<file path="config.mk">
export PLATFORM = sky130hd
export DESIGN_NAME = spmsp_top
export DESIGN_NICKNAME = d
export VERILOG_FILES = /design/src/core/spmsp_pkg.sv /design/src/core/spmsp_top.sv
export SDC_FILE = /design/constraint.sdc
export NUM_CORES = 1
export LEC_CHECK = 0
export ABC_CLOCK_PERIOD_IN_PS = 7900
export BUFFER_PORTS_ARGS = -buffer_cell sky130_fd_sc_hd__buf_2
export CAP_MARGIN = 10
export CORE_ASPECT_RATIO = 0.8
export CORE_UTILIZATION = 50
export CTS_BUF_LIST = sky130_fd_sc_hd__clkbuf_8
export DETAILED_ROUTE_END_ITERATION = 12
export PLACE_DENSITY_LB_ADDON = 0.15
export SYNTH_ARGS = -nofsm -noshare
export SYNTH_HDL_FRONTEND = slang
export SYNTH_SLANG_ARGS = --single-unit
</file>
<file path="constraint.sdc">
create_clock -name clk_sys -period 7.9 [get_ports clk_sys]
set_input_delay 0 -clock clk_sys [delete_from_list [all_inputs] [get_ports clk_sys]]
set_output_delay 0 -clock clk_sys [all_outputs]
set_load 0.05 [all_outputs]
</file>
<file path="src/core/spmsp_pkg.sv">
package spmsp_pkg;

    // register byte offsets
    localparam logic [11:0] CTRL_OFFSET = 12'h000;
    localparam logic [11:0] STATUS_OFFSET = 12'h004;
    localparam logic [11:0] DATA_OFFSET = 12'h008;

    // serial_port_control fields
    localparam int CTRL_IRQ_EN_BIT = 7;
    localparam int CTRL_PORT_EN_BIT = 6;
    localparam int CTRL_ORDER_BIT = 5;
    localparam int CTRL_MASTER_BIT = 4;
    localparam int CTRL_IDLE_LVL_BIT = 3;
    localparam int CTRL_PHASE_BIT = 2;
    localparam int CTRL_RATE_HI_BIT = 1;
    localparam int CTRL_RATE_LO_BIT = 0;

    // serial_port_status fields
    localparam int STATUS_DONE_BIT = 7;
    localparam int STATUS_WRITE_COLLISION_FLAG_BIT = 6;
    localparam int STATUS_DOUBLE_BIT = 0;

    // reset values
    localparam logic [7:0] CTRL_RESET = 8'h00;
    localparam logic [7:0] STATUS_RESET = 8'h00;
    localparam logic [7:0] DATA_RESET = 8'h00;

    // half periods of sck in clk_sys cycles, normal rate
    localparam logic [6:0] HALF_RATE0 = 7'h02;
    localparam logic [6:0] HALF_RATE1 = 7'h08;
    localparam logic [6:0] HALF_RATE2 = 7'h20;
    localparam logic [6:0] HALF_RATE3 = 7'h40;

    // byte framing
    localparam logic [3:0] LAST_BIT = 4'h7;
    localparam logic [4:0] LAST_EDGE = 5'h0f;

    typedef enum logic [1:0] {
        SPMSP_IDLE = 2'b01,
        SPMSP_RUN = 2'b10
    } spmsp_state_t;

    // pin levels driven by the port
    typedef struct packed {
        logic sck;
        logic mosi;
        logic miso;
    } spmsp_drive_t;

    // pin levels seen by the port
    typedef struct packed {
        logic sck;
        logic mosi;
        logic miso;
        logic ss_n;
    } spmsp_sense_t;

    // software pin directions, one means output
    typedef struct packed {
        logic sck;
        logic mosi;
        logic miso;
        logic ss;
    } spmsp_dir_t;

endpackage

</file>
<file path="src/core/spmsp_top.sv">
`timescale 1ns/1ps
module spmsp_top #(
    parameter int ADDR_W = 12
) (
    // clock and reset
    input wire logic clk_sys,
    input wire logic reset_n,
    // apb slave
    input wire logic psel,
    input wire logic penable,
    input wire logic pwrite,
    input wire logic [ADDR_W-1:0] paddr,
    input wire logic [31:0] pwdata,
    output logic [31:0] prdata,
    output logic pready,
    output logic pslverr,
    // serial pins
    input wire spmsp_pkg::spmsp_sense_t pin_in,
    input wire spmsp_pkg::spmsp_dir_t pin_dir,
    output spmsp_pkg::spmsp_drive_t pin_out,
    output spmsp_pkg::spmsp_drive_t pin_oe,
    // interrupt
    input wire logic global_irq_en,
    input wire logic irq_vector_taken,
    output logic irq
);

    logic [7:0] ctrl_q;
    logic double_q;
    logic done_q;
    logic write_collision_flag_q;
    logic arm_done_q;
    logic arm_write_collision_flag_q;
    logic [7:0] rxbuf_q;
    logic [7:0] tx_sh_q;
    logic [7:0] tx_sh_d;
    logic [7:0] rx_sh_q;
    logic [7:0] rx_next;
    logic [3:0] bit_cnt_q;
    logic [4:0] edge_cnt_q;
    logic [6:0] div_cnt_q;
    logic [6:0] half_m1;
    logic sck_prev_q;
    spmsp_pkg::spmsp_state_t state_q;
    logic sck_q;
    logic mosi_q;
    logic miso_q;
    spmsp_pkg::spmsp_drive_t oe_q;
    logic [31:0] prdata_q;
    logic pready_q;
    logic pslverr_q;
    logic irq_q;

    logic port_en;
    logic master;
    logic order_lsb;
    logic idle_lvl;
    logic phase;
    logic acc_end;
    logic acc_mid;
    logic hit_ctrl;
    logic hit_status;
    logic hit_data;
    logic data_wr;
    logic data_acc;
    logic status_rd;
    logic mode_fault;
    logic m_run;
    logic m_tick;
    logic m_lead;
    logic m_end;
    logic slave_act;
    logic s_edge;
    logic s_lead;
    logic any_edge;
    logic lead;
    logic sample;
    logic setup;
    logic rx_in;
    logic busy;
    logic load;
    logic start;
    logic byte_done;
    logic done_set;
    logic done_clr;
    logic write_collision_flag_clr;
    logic tx_bit;

    // sck half period minus one for the selected rate
    function automatic logic [6:0] half_minus_one(input logic [1:0] rate,
                                                  input logic dbl);
        logic [6:0] h;
        h = spmsp_pkg::HALF_RATE0;
        unique case (rate)
            2'b00: h = spmsp_pkg::HALF_RATE0;
            2'b01: h = spmsp_pkg::HALF_RATE1;
            2'b10: h = spmsp_pkg::HALF_RATE2;
            2'b11: h = spmsp_pkg::HALF_RATE3;
        endcase
        if (dbl) begin
            h = h >> 1;
        end
        return h - 7'h01;
    endfunction

    // control field decode
    assign port_en = ctrl_q[spmsp_pkg::CTRL_PORT_EN_BIT];
    assign master = ctrl_q[spmsp_pkg::CTRL_MASTER_BIT];
    assign order_lsb = ctrl_q[spmsp_pkg::CTRL_ORDER_BIT];
    assign idle_lvl = ctrl_q[spmsp_pkg::CTRL_IDLE_LVL_BIT];
    assign phase = ctrl_q[spmsp_pkg::CTRL_PHASE_BIT];
    assign half_m1 = half_minus_one(
        {ctrl_q[spmsp_pkg::CTRL_RATE_HI_BIT],
         ctrl_q[spmsp_pkg::CTRL_RATE_LO_BIT]}, double_q);

    // apb decode
    assign acc_mid = psel & penable & ~pready_q;
    assign acc_end = psel & penable & pready_q;
    assign hit_ctrl = paddr == ADDR_W'(spmsp_pkg::CTRL_OFFSET);
    assign hit_status = paddr == ADDR_W'(spmsp_pkg::STATUS_OFFSET);
    assign hit_data = paddr == ADDR_W'(spmsp_pkg::DATA_OFFSET);
    assign data_wr = acc_end & pwrite & hit_data;
    assign data_acc = acc_end & hit_data;
    assign status_rd = acc_end & ~pwrite & hit_status;

    // select input low while master with select as input
    assign mode_fault = port_en & master & ~pin_dir.ss & ~pin_in.ss_n;

    // master clock generator
    assign m_run = state_q == spmsp_pkg::SPMSP_RUN;
    assign m_tick = m_run & (div_cnt_q == half_m1);
    assign m_lead = m_tick & ~edge_cnt_q[0];
    assign m_end = m_tick & (edge_cnt_q == spmsp_pkg::LAST_EDGE);

    // slave edge detection on sampled sck
    assign slave_act = port_en & ~master & ~pin_in.ss_n;
    assign s_edge = slave_act & (pin_in.sck != sck_prev_q);
    assign s_lead = s_edge & (pin_in.sck != idle_lvl);

    // common edge roles
    assign any_edge = m_tick | s_edge;
    assign lead = m_lead | s_lead;
    assign sample = any_edge & (lead != phase);
    assign setup = any_edge & ~sample;
    assign rx_in = master ? pin_in.miso : pin_in.mosi;
    assign rx_next = order_lsb ? {rx_in, rx_sh_q[7:1]}
                               : {rx_sh_q[6:0], rx_in};
    assign byte_done = sample & (bit_cnt_q == spmsp_pkg::LAST_BIT);

    // data register write handling
    assign busy = m_run | (~master & (bit_cnt_q != 4'h0));
    assign load = data_wr & ~busy & port_en;
    assign start = load & master & ~mode_fault;

    // flag set and clear terms
    assign done_set = (master ? m_end : byte_done) | mode_fault;
    assign done_clr = irq_vector_taken
                    | (data_acc & (arm_done_q | arm_write_collision_flag_q));
    assign write_collision_flag_clr = data_acc & arm_write_collision_flag_q;

    // transmit shifter next value
    always_comb begin
        tx_sh_d = tx_sh_q;
        if (load) begin
            tx_sh_d = pwdata[7:0];
        end else if (setup & (bit_cnt_q != 4'h0)) begin
            if (order_lsb) begin
                tx_sh_d = {1'b0, tx_sh_q[7:1]};
            end else begin
                tx_sh_d = {tx_sh_q[6:0], 1'b0};
            end
        end
        tx_bit = order_lsb ? tx_sh_d[0] : tx_sh_d[7];
    end

    // control register
    always_ff @(posedge clk_sys or negedge reset_n) begin
        if (!reset_n) begin
            ctrl_q <= spmsp_pkg::CTRL_RESET;
        end else begin
            if (acc_end & pwrite & hit_ctrl) begin
                ctrl_q <= pwdata[7:0];
            end
            if (mode_fault) begin
                ctrl_q[spmsp_pkg::CTRL_MASTER_BIT] <= 1'b0;
            end
        end
    end

    // double rate bit
    always_ff @(posedge clk_sys or negedge reset_n) begin
        if (!reset_n) begin
            double_q <= spmsp_pkg::STATUS_RESET[spmsp_pkg::STATUS_DOUBLE_BIT];
        end else if (acc_end & pwrite & hit_status) begin
            double_q <= pwdata[spmsp_pkg::STATUS_DOUBLE_BIT];
        end
    end

    // transfer done flag, set wins over clear
    always_ff @(posedge clk_sys or negedge reset_n) begin
        if (!reset_n) begin
            done_q <= spmsp_pkg::STATUS_RESET[spmsp_pkg::STATUS_DONE_BIT];
        end else begin
            done_q <= done_set | (done_q & ~done_clr);
        end
    end

    // write collision flag, set wins over clear
    always_ff @(posedge clk_sys or negedge reset_n) begin
        if (!reset_n) begin
            write_collision_flag_q <= spmsp_pkg::STATUS_RESET[spmsp_pkg::STATUS_WRITE_COLLISION_FLAG_BIT];
        end else begin
            write_collision_flag_q <= (data_wr & busy) | (write_collision_flag_q & ~write_collision_flag_clr);
        end
    end

    // status read arms the clear sequence
    always_ff @(posedge clk_sys or negedge reset_n) begin
        if (!reset_n) begin
            arm_done_q <= 1'b0;
            arm_write_collision_flag_q <= 1'b0;
        end else if (status_rd) begin
            arm_done_q <= done_q;
            arm_write_collision_flag_q <= write_collision_flag_q;
        end else if (data_acc) begin
            arm_done_q <= 1'b0;
            arm_write_collision_flag_q <= 1'b0;
        end
    end

    // master state and divider
    always_ff @(posedge clk_sys or negedge reset_n) begin
        if (!reset_n) begin
            state_q <= spmsp_pkg::SPMSP_IDLE;
            div_cnt_q <= 7'h00;
            edge_cnt_q <= 5'h00;
            sck_q <= 1'b0;
        end else begin
            unique case (state_q)
                spmsp_pkg::SPMSP_IDLE: begin
                    sck_q <= idle_lvl;
                    div_cnt_q <= 7'h00;
                    edge_cnt_q <= 5'h00;
                    if (start) begin
                        state_q <= spmsp_pkg::SPMSP_RUN;
                    end
                end
                spmsp_pkg::SPMSP_RUN: begin
                    if (mode_fault | ~port_en | ~master) begin
                        state_q <= spmsp_pkg::SPMSP_IDLE;
                        sck_q <= idle_lvl;
                    end else if (m_tick) begin
                        div_cnt_q <= 7'h00;
                        sck_q <= ~sck_q;
                        edge_cnt_q <= edge_cnt_q + 5'h01;
                        if (m_end) begin
                            state_q <= spmsp_pkg::SPMSP_IDLE;
                        end
                    end else begin
                        div_cnt_q <= div_cnt_q + 7'h01;
                    end
                end
            endcase
        end
    end

    // bit counter
    always_ff @(posedge clk_sys or negedge reset_n) begin
        if (!reset_n) begin
            bit_cnt_q <= 4'h0;
        end else if (~port_en | (~master & pin_in.ss_n)) begin
            bit_cnt_q <= 4'h0;
        end else if (start | mode_fault) begin
            bit_cnt_q <= 4'h0;
        end else if (byte_done) begin
            bit_cnt_q <= 4'h0;
        end else if (sample) begin
            bit_cnt_q <= bit_cnt_q + 4'h1;
        end
    end

    // receive shifter and receive buffer
    always_ff @(posedge clk_sys or negedge reset_n) begin
        if (!reset_n) begin
            rx_sh_q <= spmsp_pkg::DATA_RESET;
            rxbuf_q <= spmsp_pkg::DATA_RESET;
        end else begin
            if (~master & pin_in.ss_n) begin
                rx_sh_q <= spmsp_pkg::DATA_RESET;
            end else if (sample) begin
                rx_sh_q <= rx_next;
            end
            if (byte_done) begin
                rxbuf_q <= rx_next;
            end
        end
    end

    // transmit shifter and data pins
    always_ff @(posedge clk_sys or negedge reset_n) begin
        if (!reset_n) begin
            tx_sh_q <= spmsp_pkg::DATA_RESET;
            mosi_q <= 1'b0;
            miso_q <= 1'b0;
        end else begin
            tx_sh_q <= tx_sh_d;
            mosi_q <= tx_bit;
            miso_q <= tx_bit;
        end
    end

    // pin drive enables
    always_ff @(posedge clk_sys or negedge reset_n) begin
        if (!reset_n) begin
            oe_q <= '0;
            sck_prev_q <= 1'b0;
        end else begin
            oe_q.sck <= port_en & master & ~mode_fault & pin_dir.sck;
            oe_q.mosi <= port_en & master & ~mode_fault & pin_dir.mosi;
            oe_q.miso <= slave_act & pin_dir.miso;
            sck_prev_q <= pin_in.sck;
        end
    end

    // interrupt request
    always_ff @(posedge clk_sys or negedge reset_n) begin
        if (!reset_n) begin
            irq_q <= 1'b0;
        end else begin
            irq_q <= ctrl_q[spmsp_pkg::CTRL_IRQ_EN_BIT] & done_q
                   & global_irq_en;
        end
    end

    // apb response, one wait state
    always_ff @(posedge clk_sys or negedge reset_n) begin
        if (!reset_n) begin
            pready_q <= 1'b0;
            pslverr_q <= 1'b0;
            prdata_q <= 32'h0000_0000;
        end else begin
            pready_q <= acc_mid;
            pslverr_q <= acc_mid & ~(hit_ctrl | hit_status | hit_data);
            if (acc_mid & ~pwrite) begin
                if (hit_ctrl) begin
                    prdata_q <= {24'h00_0000, ctrl_q};
                end else if (hit_status) begin
                    prdata_q <= {24'h00_0000, done_q, write_collision_flag_q, 5'h00,
                                 double_q};
                end else if (hit_data) begin
                    prdata_q <= {24'h00_0000, rxbuf_q};
                end else begin
                    prdata_q <= 32'h0000_0000;
                end
            end else begin
                prdata_q <= 32'h0000_0000;
            end
        end
    end

    assign prdata = prdata_q;
    assign pready = pready_q;
    assign pslverr = pslverr_q;
    assign pin_out = {sck_q, mosi_q, miso_q};
    assign pin_oe = oe_q;
    assign irq = irq_q;

endmodule

</file>
# Word level (Yosys, flattened, before mapping)
# Cells that the tools add are included.
# word_totals
regBits	96
ramBits	0
memories	0
romBits	0
latch_bits	0
elab_cells	166
input_bits	59
# op_classes
div_mod_pow	0
reduce_logical	10
mux	38
addsub	4
eq_ne	18
shift	0
n_bitwise	71
order_cmp	0
n_mul	0
# op_table
operator	n
two-way mux 8 bit	9
bitwise AND 1 bit	43
two-way mux 32 bit	1
one-hot mux 7 bit (4 select lines)	1
two-way mux 7 bit	3
two-way mux 4 bit	4
two-way mux 5 bit	3
NOT 1 bit	14
bitwise OR 1 bit	14
one-hot mux 7 bit (2 select lines)	1
== test 12 x 3 -> 1 bit, second input constant	1
== test 12 x 4 -> 1 bit, second input constant	1
logical NOT 12 bit	1
one-hot mux 5 bit (2 select lines)	1
two-way mux 1 bit	9
two-way mux 2 bit	4
nonzero test 2 bit	4
nonzero test 4 bit	2
adder 7 x 1 -> 7 bit, second input constant	1
== test 7 bit	1
subtractor 7 x 1 -> 7 bit, second input constant	1
== test 2 bit, second input constant	3
inequality test 3 x 1 -> 1 bit, second input constant	2
adder 5 x 1 -> 5 bit, second input constant	1
12 further kinds	16

# Logic depth before layout (Yosys ltp)
# logic_depth
ltp_word	16
ltp_mapped	13

# Worst setup path after synthesis
# OpenSTA, ideal clock, no wires.
# synth_path
kind	flip-flop to flip-flop
startpoint	reg ctrl_q[1]
endpoint	reg miso_q
required_ns	7.804
path_slack_ns	4.589
t_arrival_ns	3.215
synth_period_minus_slack_ns	3.311
path_stages_with_launch	13
cell_sequence	dfrtp_1 buf_6 or3_2 ha_1 xor2_1 o311a_1 o21ai_1 nor4_4 mux2_4 a211o_1 buf_6 mux2_4 o32ai_2
# synth_between
elab_chain_cells	16
# synth_lines
element	line_no	rtl
from (decl)	spmsp_top.sv:28	logic [7:0] ctrl_q;
from (signal assigned)	spmsp_top.sv:179	ctrl_q <= spmsp_pkg::CTRL_RESET;
from (signal assigned)	spmsp_top.sv:182	ctrl_q <= pwdata[7:0];
== test 2 bit (tied with other cells)	spmsp_top.sv:94	unique case (rate)
one-hot mux 7 bit (4 select lines) *	spmsp_top.sv:94	
two-way mux 7 bit *	spmsp_top.sv:100	if (dbl) begin
subtractor 7 x 1 -> 7 bit *	spmsp_top.sv:103	return h - 7'h01;
== test 7 bit *	spmsp_top.sv:131	assign m_tick = m_run & (div_cnt_q == half_m1);
bitwise AND 1 bit *	spmsp_top.sv:131	
bitwise AND 1 bit	spmsp_top.sv:132	assign m_lead = m_tick & ~edge_cnt_q[0];
bitwise OR 1 bit	spmsp_top.sv:142	assign lead = m_lead | s_lead;
inequality test 1 bit	spmsp_top.sv:143	assign sample = any_edge & (lead != phase);
bitwise AND 1 bit	spmsp_top.sv:143	
NOT 1 bit	spmsp_top.sv:144	assign setup = any_edge & ~sample;
bitwise AND 1 bit *	spmsp_top.sv:144	
bitwise AND 1 bit *	spmsp_top.sv:166	end else if (setup & (bit_cnt_q != 4'h0)) begin
two-way mux 8 bit *	spmsp_top.sv:166	
two-way mux 8 bit *	spmsp_top.sv:164	if (load) begin
two-way mux 1 bit *	spmsp_top.sv:173	tx_bit = order_lsb ? tx_sh_d[0] : tx_sh_d[7];
named net tx_bit	spmsp_top.sv:87	logic tx_bit;
to (signal assigned)	spmsp_top.sv:308	miso_q <= tx_bit;
to (decl)	spmsp_top.sv:47	logic miso_q;
# Mark *: on every way through the listed nets, which the timed path passes. The rest lies on a longest branch. The select of a mux whose other input is x is not followed.
# A chain may end at the register's enable or synchronous reset.

# Worst setup path after layout
# layout_path
startpoint	reg ctrl_q[1]
endpoint	reg rxbuf_q[2]
# layout_between
elab_chain_cells	11
# layout_lines
element	line_no	rtl
== test 2 bit (tied with other cells)	spmsp_top.sv:94	
one-hot mux 7 bit (4 select lines) *	spmsp_top.sv:94	
two-way mux 7 bit *	spmsp_top.sv:100	
subtractor 7 x 1 -> 7 bit *	spmsp_top.sv:103	
== test 7 bit *	spmsp_top.sv:131	
bitwise AND 1 bit *	spmsp_top.sv:131	
bitwise AND 1 bit	spmsp_top.sv:132	
bitwise OR 1 bit	spmsp_top.sv:142	
inequality test 1 bit	spmsp_top.sv:143	
bitwise AND 1 bit *	spmsp_top.sv:143	
bitwise AND 1 bit *	spmsp_top.sv:148	assign byte_done = sample & (bit_cnt_q == spmsp_pkg::LAST_BIT);
to (signal assigned)	spmsp_top.sv:286	rxbuf_q <= spmsp_pkg::DATA_RESET;
to (signal assigned)	spmsp_top.sv:294	rxbuf_q <= rx_next;
to (decl)	spmsp_top.sv:34	logic [7:0] rxbuf_q;
# Mark *: on every way between the ends. The rest lies on a longest branch, timed or not. The select of a mux whose other input is x is not followed.

==> results.yml <==
logic_synthesis:
  synth_fa_ha_area_share_pct: 1.85
  synthArstFlopShare_pct: 100
  yosysMostFrequentCell: "dfrtp_1"
  postSynthCellCount: 413
  ys_ff_latch: 72
  synth_area_mm2: 0.00405
  synth_xor_area_share_pct: 1.94
  yosys.area_share.simple_pct: 18.1
  synth-warning-count: 0
  synth.avg_cell_area_um2: 9.82
  yosysUniqueCellTypes: 57
  synth_area_leaders: "dfrtp_1 44%, mux2i_1 7.4%, mux2_2 6.9%"
  synth_top_area_share_pct: 43.8
  synth-compound-area-share_pct: 9.72
  synth-edff-count: 0
  synthTopCellsByCount: "71 x dfrtp_1, 45 x nor2_1, 36 x nand2_1, 33 x o21ai_0, 30 x mux2i_1"
  ys.flop_type: "dfrtp_1"
  synthMuxAreaShare_pct: 15.1
  seq_area_frac_synth_pct: 44.5
  synth_top_family_by_area: "simple AND/OR/NAND/NOR gates"
  synth_top_cell_by_area: "dfrtp_1"
placed_design:
  dpl_cell_area_mm2: 0.00423
  port_buffers: 51
  place_congestion: 0.802
  dpl.hpwl_um: 5740
run:
  drv_cap: 0
pwr:
  pwr-share-seq_pct: 50.1
  p_leak_nw: 2.22
  switchingPower_w: 0.000196
  ir_drop_v: 0.0000877
  powerDensity_mw_per_mm2: 163
  p_sw_share_pct: 25.9
  power_frac_comb_pct: 9.0
  clkPwrFrac_pct: 40.9
  p_int_w: 0.000560
cells_and_area:
  fin_nets: 538
  post-route-cell-area_mm2: 0.00465
  antenna_cells: 0
  drive_gt1_share_pct: 22.2
  area_growth_pct: 14.7
die:
  ios: 100
  die_y_um: 82.5
  die_w_um: 103
  core_area_mm2: 0.00764
  dieArea_mm2: 0.00847
  initial_core_util_pct: 53.1
  rows: 28
sta:
  fin_setup_tns_ns: 0
  min_period_over_period_pct: 53.0
  slew_viol_final: 0
  fin_crit_ns: 4.19
  worst_pin_slew_ns: 0.925
  fmax_mhz: 239
  clock_skew_ns: 0.0106
  rsz0062_at_grt: "no"
  hold_viol: 0
  relSlewSlack_pct: 38.3
  setup_viol: 0
global_routing:
  grt_pass1_vias: 2792
  grt_overflow: 0
  track_usage_pct: 21.2
  grt_pass1_wl_um: 13500
  grt_antenna_before_repair: 0
  grt_max_degree: 73
clocking:
  cts_resized: 0
  clock_latency_ns: 0.35
  cts.sinks: 72
  post-cts-setup-buffers: 0
  ctsHoldBuffers: 20
  cts_made_buffers: 9
  path_clk_slew_ns: 0.08
  htreeDepth: 3
  cts-root-buf: "clkbuf_8"
  cts_tree: "yes"
  cts_buffer_depth: 2
setup_path:
  worstSetupPathType: "flop to flop"
  start_kind: "flop"
  slowest_stage: "a21oi_2"
  endpoint_kind: "flop"
  cpPeakStageDelay_ns: 0.67
  path_max_fanout: 14
  crit_arrival_ns: 4.42
  required_ns: 8.13
  cp_cell_sequence: "or3_2 > ha_1 > and4bb_1 > o21a_1 > o32ai_2 > nor4_4 > mux2_4 > a21oi_2 > and2_1 > mux2_2"
  r2r_start: "ctrl_q[1]"
  critPathLaunch: "ctrl_q[1]"
routing:
  vias: 2978
  ant_nets: 0
  finalWirelength_um: 8190
  drtPass1Iterations: 4
  drtIter0Drc: 122
  drc: 0
  viasPerCell: 5.11
  avgRoutedWirePerCell_um: 14.1
min_path:
  min_from: "paddr[2]"
  holdCritPathClass: "input pin to flop"
outcome:
  status: "completed"
[metrics by stage]
step	setup WS [ns]	hold WS (ns)	instances	power, W	utilization [%]
CTS	3.71	0.0351	583	0.000763	60.9
global placement	3.78	0.163	547	0.000446	55.4
detailed placement	3.72	0.168	547	0.000447	55.4
finish	3.71	0.0523	583	0.000756	60.9
global route	3.52	0.0907	583	0.000784	60.9
floorplan	4.59	-0.296	436	0.000435	-
[sequential cells by signal, summed over array words and instances, names as in the netlist, 4 cells and up]
register	flops
bit_cnt_q	4
ctrl_q	8
div_cnt_q	7
edge_cnt_q	5
prdata	8
rx_sh_q	8
rxbuf_q	8
tx_sh_q	8
[kinds of logic (layout without fill, tap and decap cells)]
kind of cell,after synthesis,in the layout
compound gates,64,64
buf+inv,60,102
simple gates,144,144
mux,57,57
xor+xnor,9,9
flops,72,72
other cells,1,24
fa+ha+maj,6,6
[per-layer routing]
metal  GRT usage (%)  vias to the layer above  routed length, µm
met4            5.14                        0                 48
met2            33.7                       69               3660
met3            4.88                        7                314
met5               0                        -                  0
li1                -                     1488                  -
met1            29.4                     1414               4170
[critical path, delay by kind of cell (launching register included)]
kind | cells | cell delay, ns
compound gates | 3 | 0.93
simple gates | 4 | 1.62
mux | 2 | 0.73
flops | 1 | 0.53
fa+ha+maj | 1 | 0.25
[worst paths after layout]
| check | to | slack (ns) | cells after the start |
|---|---|---|---|
| setup / recovery | rxbuf_q[2] | 3.71 | 10 |
| hold / removal | pslverr | 0.05 | 3 |
| setup reg to reg | rxbuf_q[2] | 3.71 | 10 |
| hold reg to reg | state_q[0] | 0.49 | 1 |
| max in group asynchronous | rx_sh_q[7] | 6.90 | 3 |
| min in group asynchronous | pin_oe[2] | 0.41 | 3 |
[area by class of cell]
class / instances / area (µm²)
timing repair buffer: 72 / 463
clock buffer: 11 / 151
inverter: 14 / 52.6
clock inverter: 5 / 63.8
fill: 667 / 2990
sequential: 72 / 1800
tap: 105 / 131
multi-input combinational: 304 / 1980
[power groups by stage]
stage / Clock [W] / Sequential [W] / Combinational (W)
2_1_floorplan: 0 / 0.000387 / 0.0000483
3_3_place_gp: 0 / 0.000386 / 0.0000604
3_5_place_dp: 0 / 0.000386 / 0.0000618
4_1_cts: 0.000316 / 0.000379 / 0.0000684
5_1_grt: 0.000330 / 0.000379 / 0.0000747
6_report: 0.000309 / 0.000379 / 0.0000683
[cells in the final DEF, fill, tap and decap left out, drive strengths merged, types with 2 or more instances in the layout]
cell | Yosys | layout
a211oi | 3 | 3
a21oi | 14 | 14
and2 | 6 | 6
and3 | 6 | 6
and4bb | 2 | 2
buf | 35 | 52
clkbuf | 11 | 11
clkinv | 0 | 2
conb | 1 | 24
dfrtp | 71 | 71
dlygate4sd3 | 0 | 20
ha | 6 | 6
inv | 14 | 15
mux2 | 27 | 27
mux2i | 30 | 30
nand2 | 36 | 36
nand2b | 4 | 4
nand3 | 11 | 11
nand3b | 2 | 2
nand4 | 2 | 2
nor2 | 45 | 45
nor2b | 7 | 7
nor3 | 4 | 4
nor3b | 2 | 2
nor4 | 4 | 4
o21a | 2 | 2
o21ai | 34 | 34
o31ai | 2 | 2
o32ai | 2 | 2
or2 | 3 | 3
or3 | 3 | 3
xnor2 | 6 | 6
xor2 | 3 | 3
No activity file was read; power rests on OpenSTA's default activity.
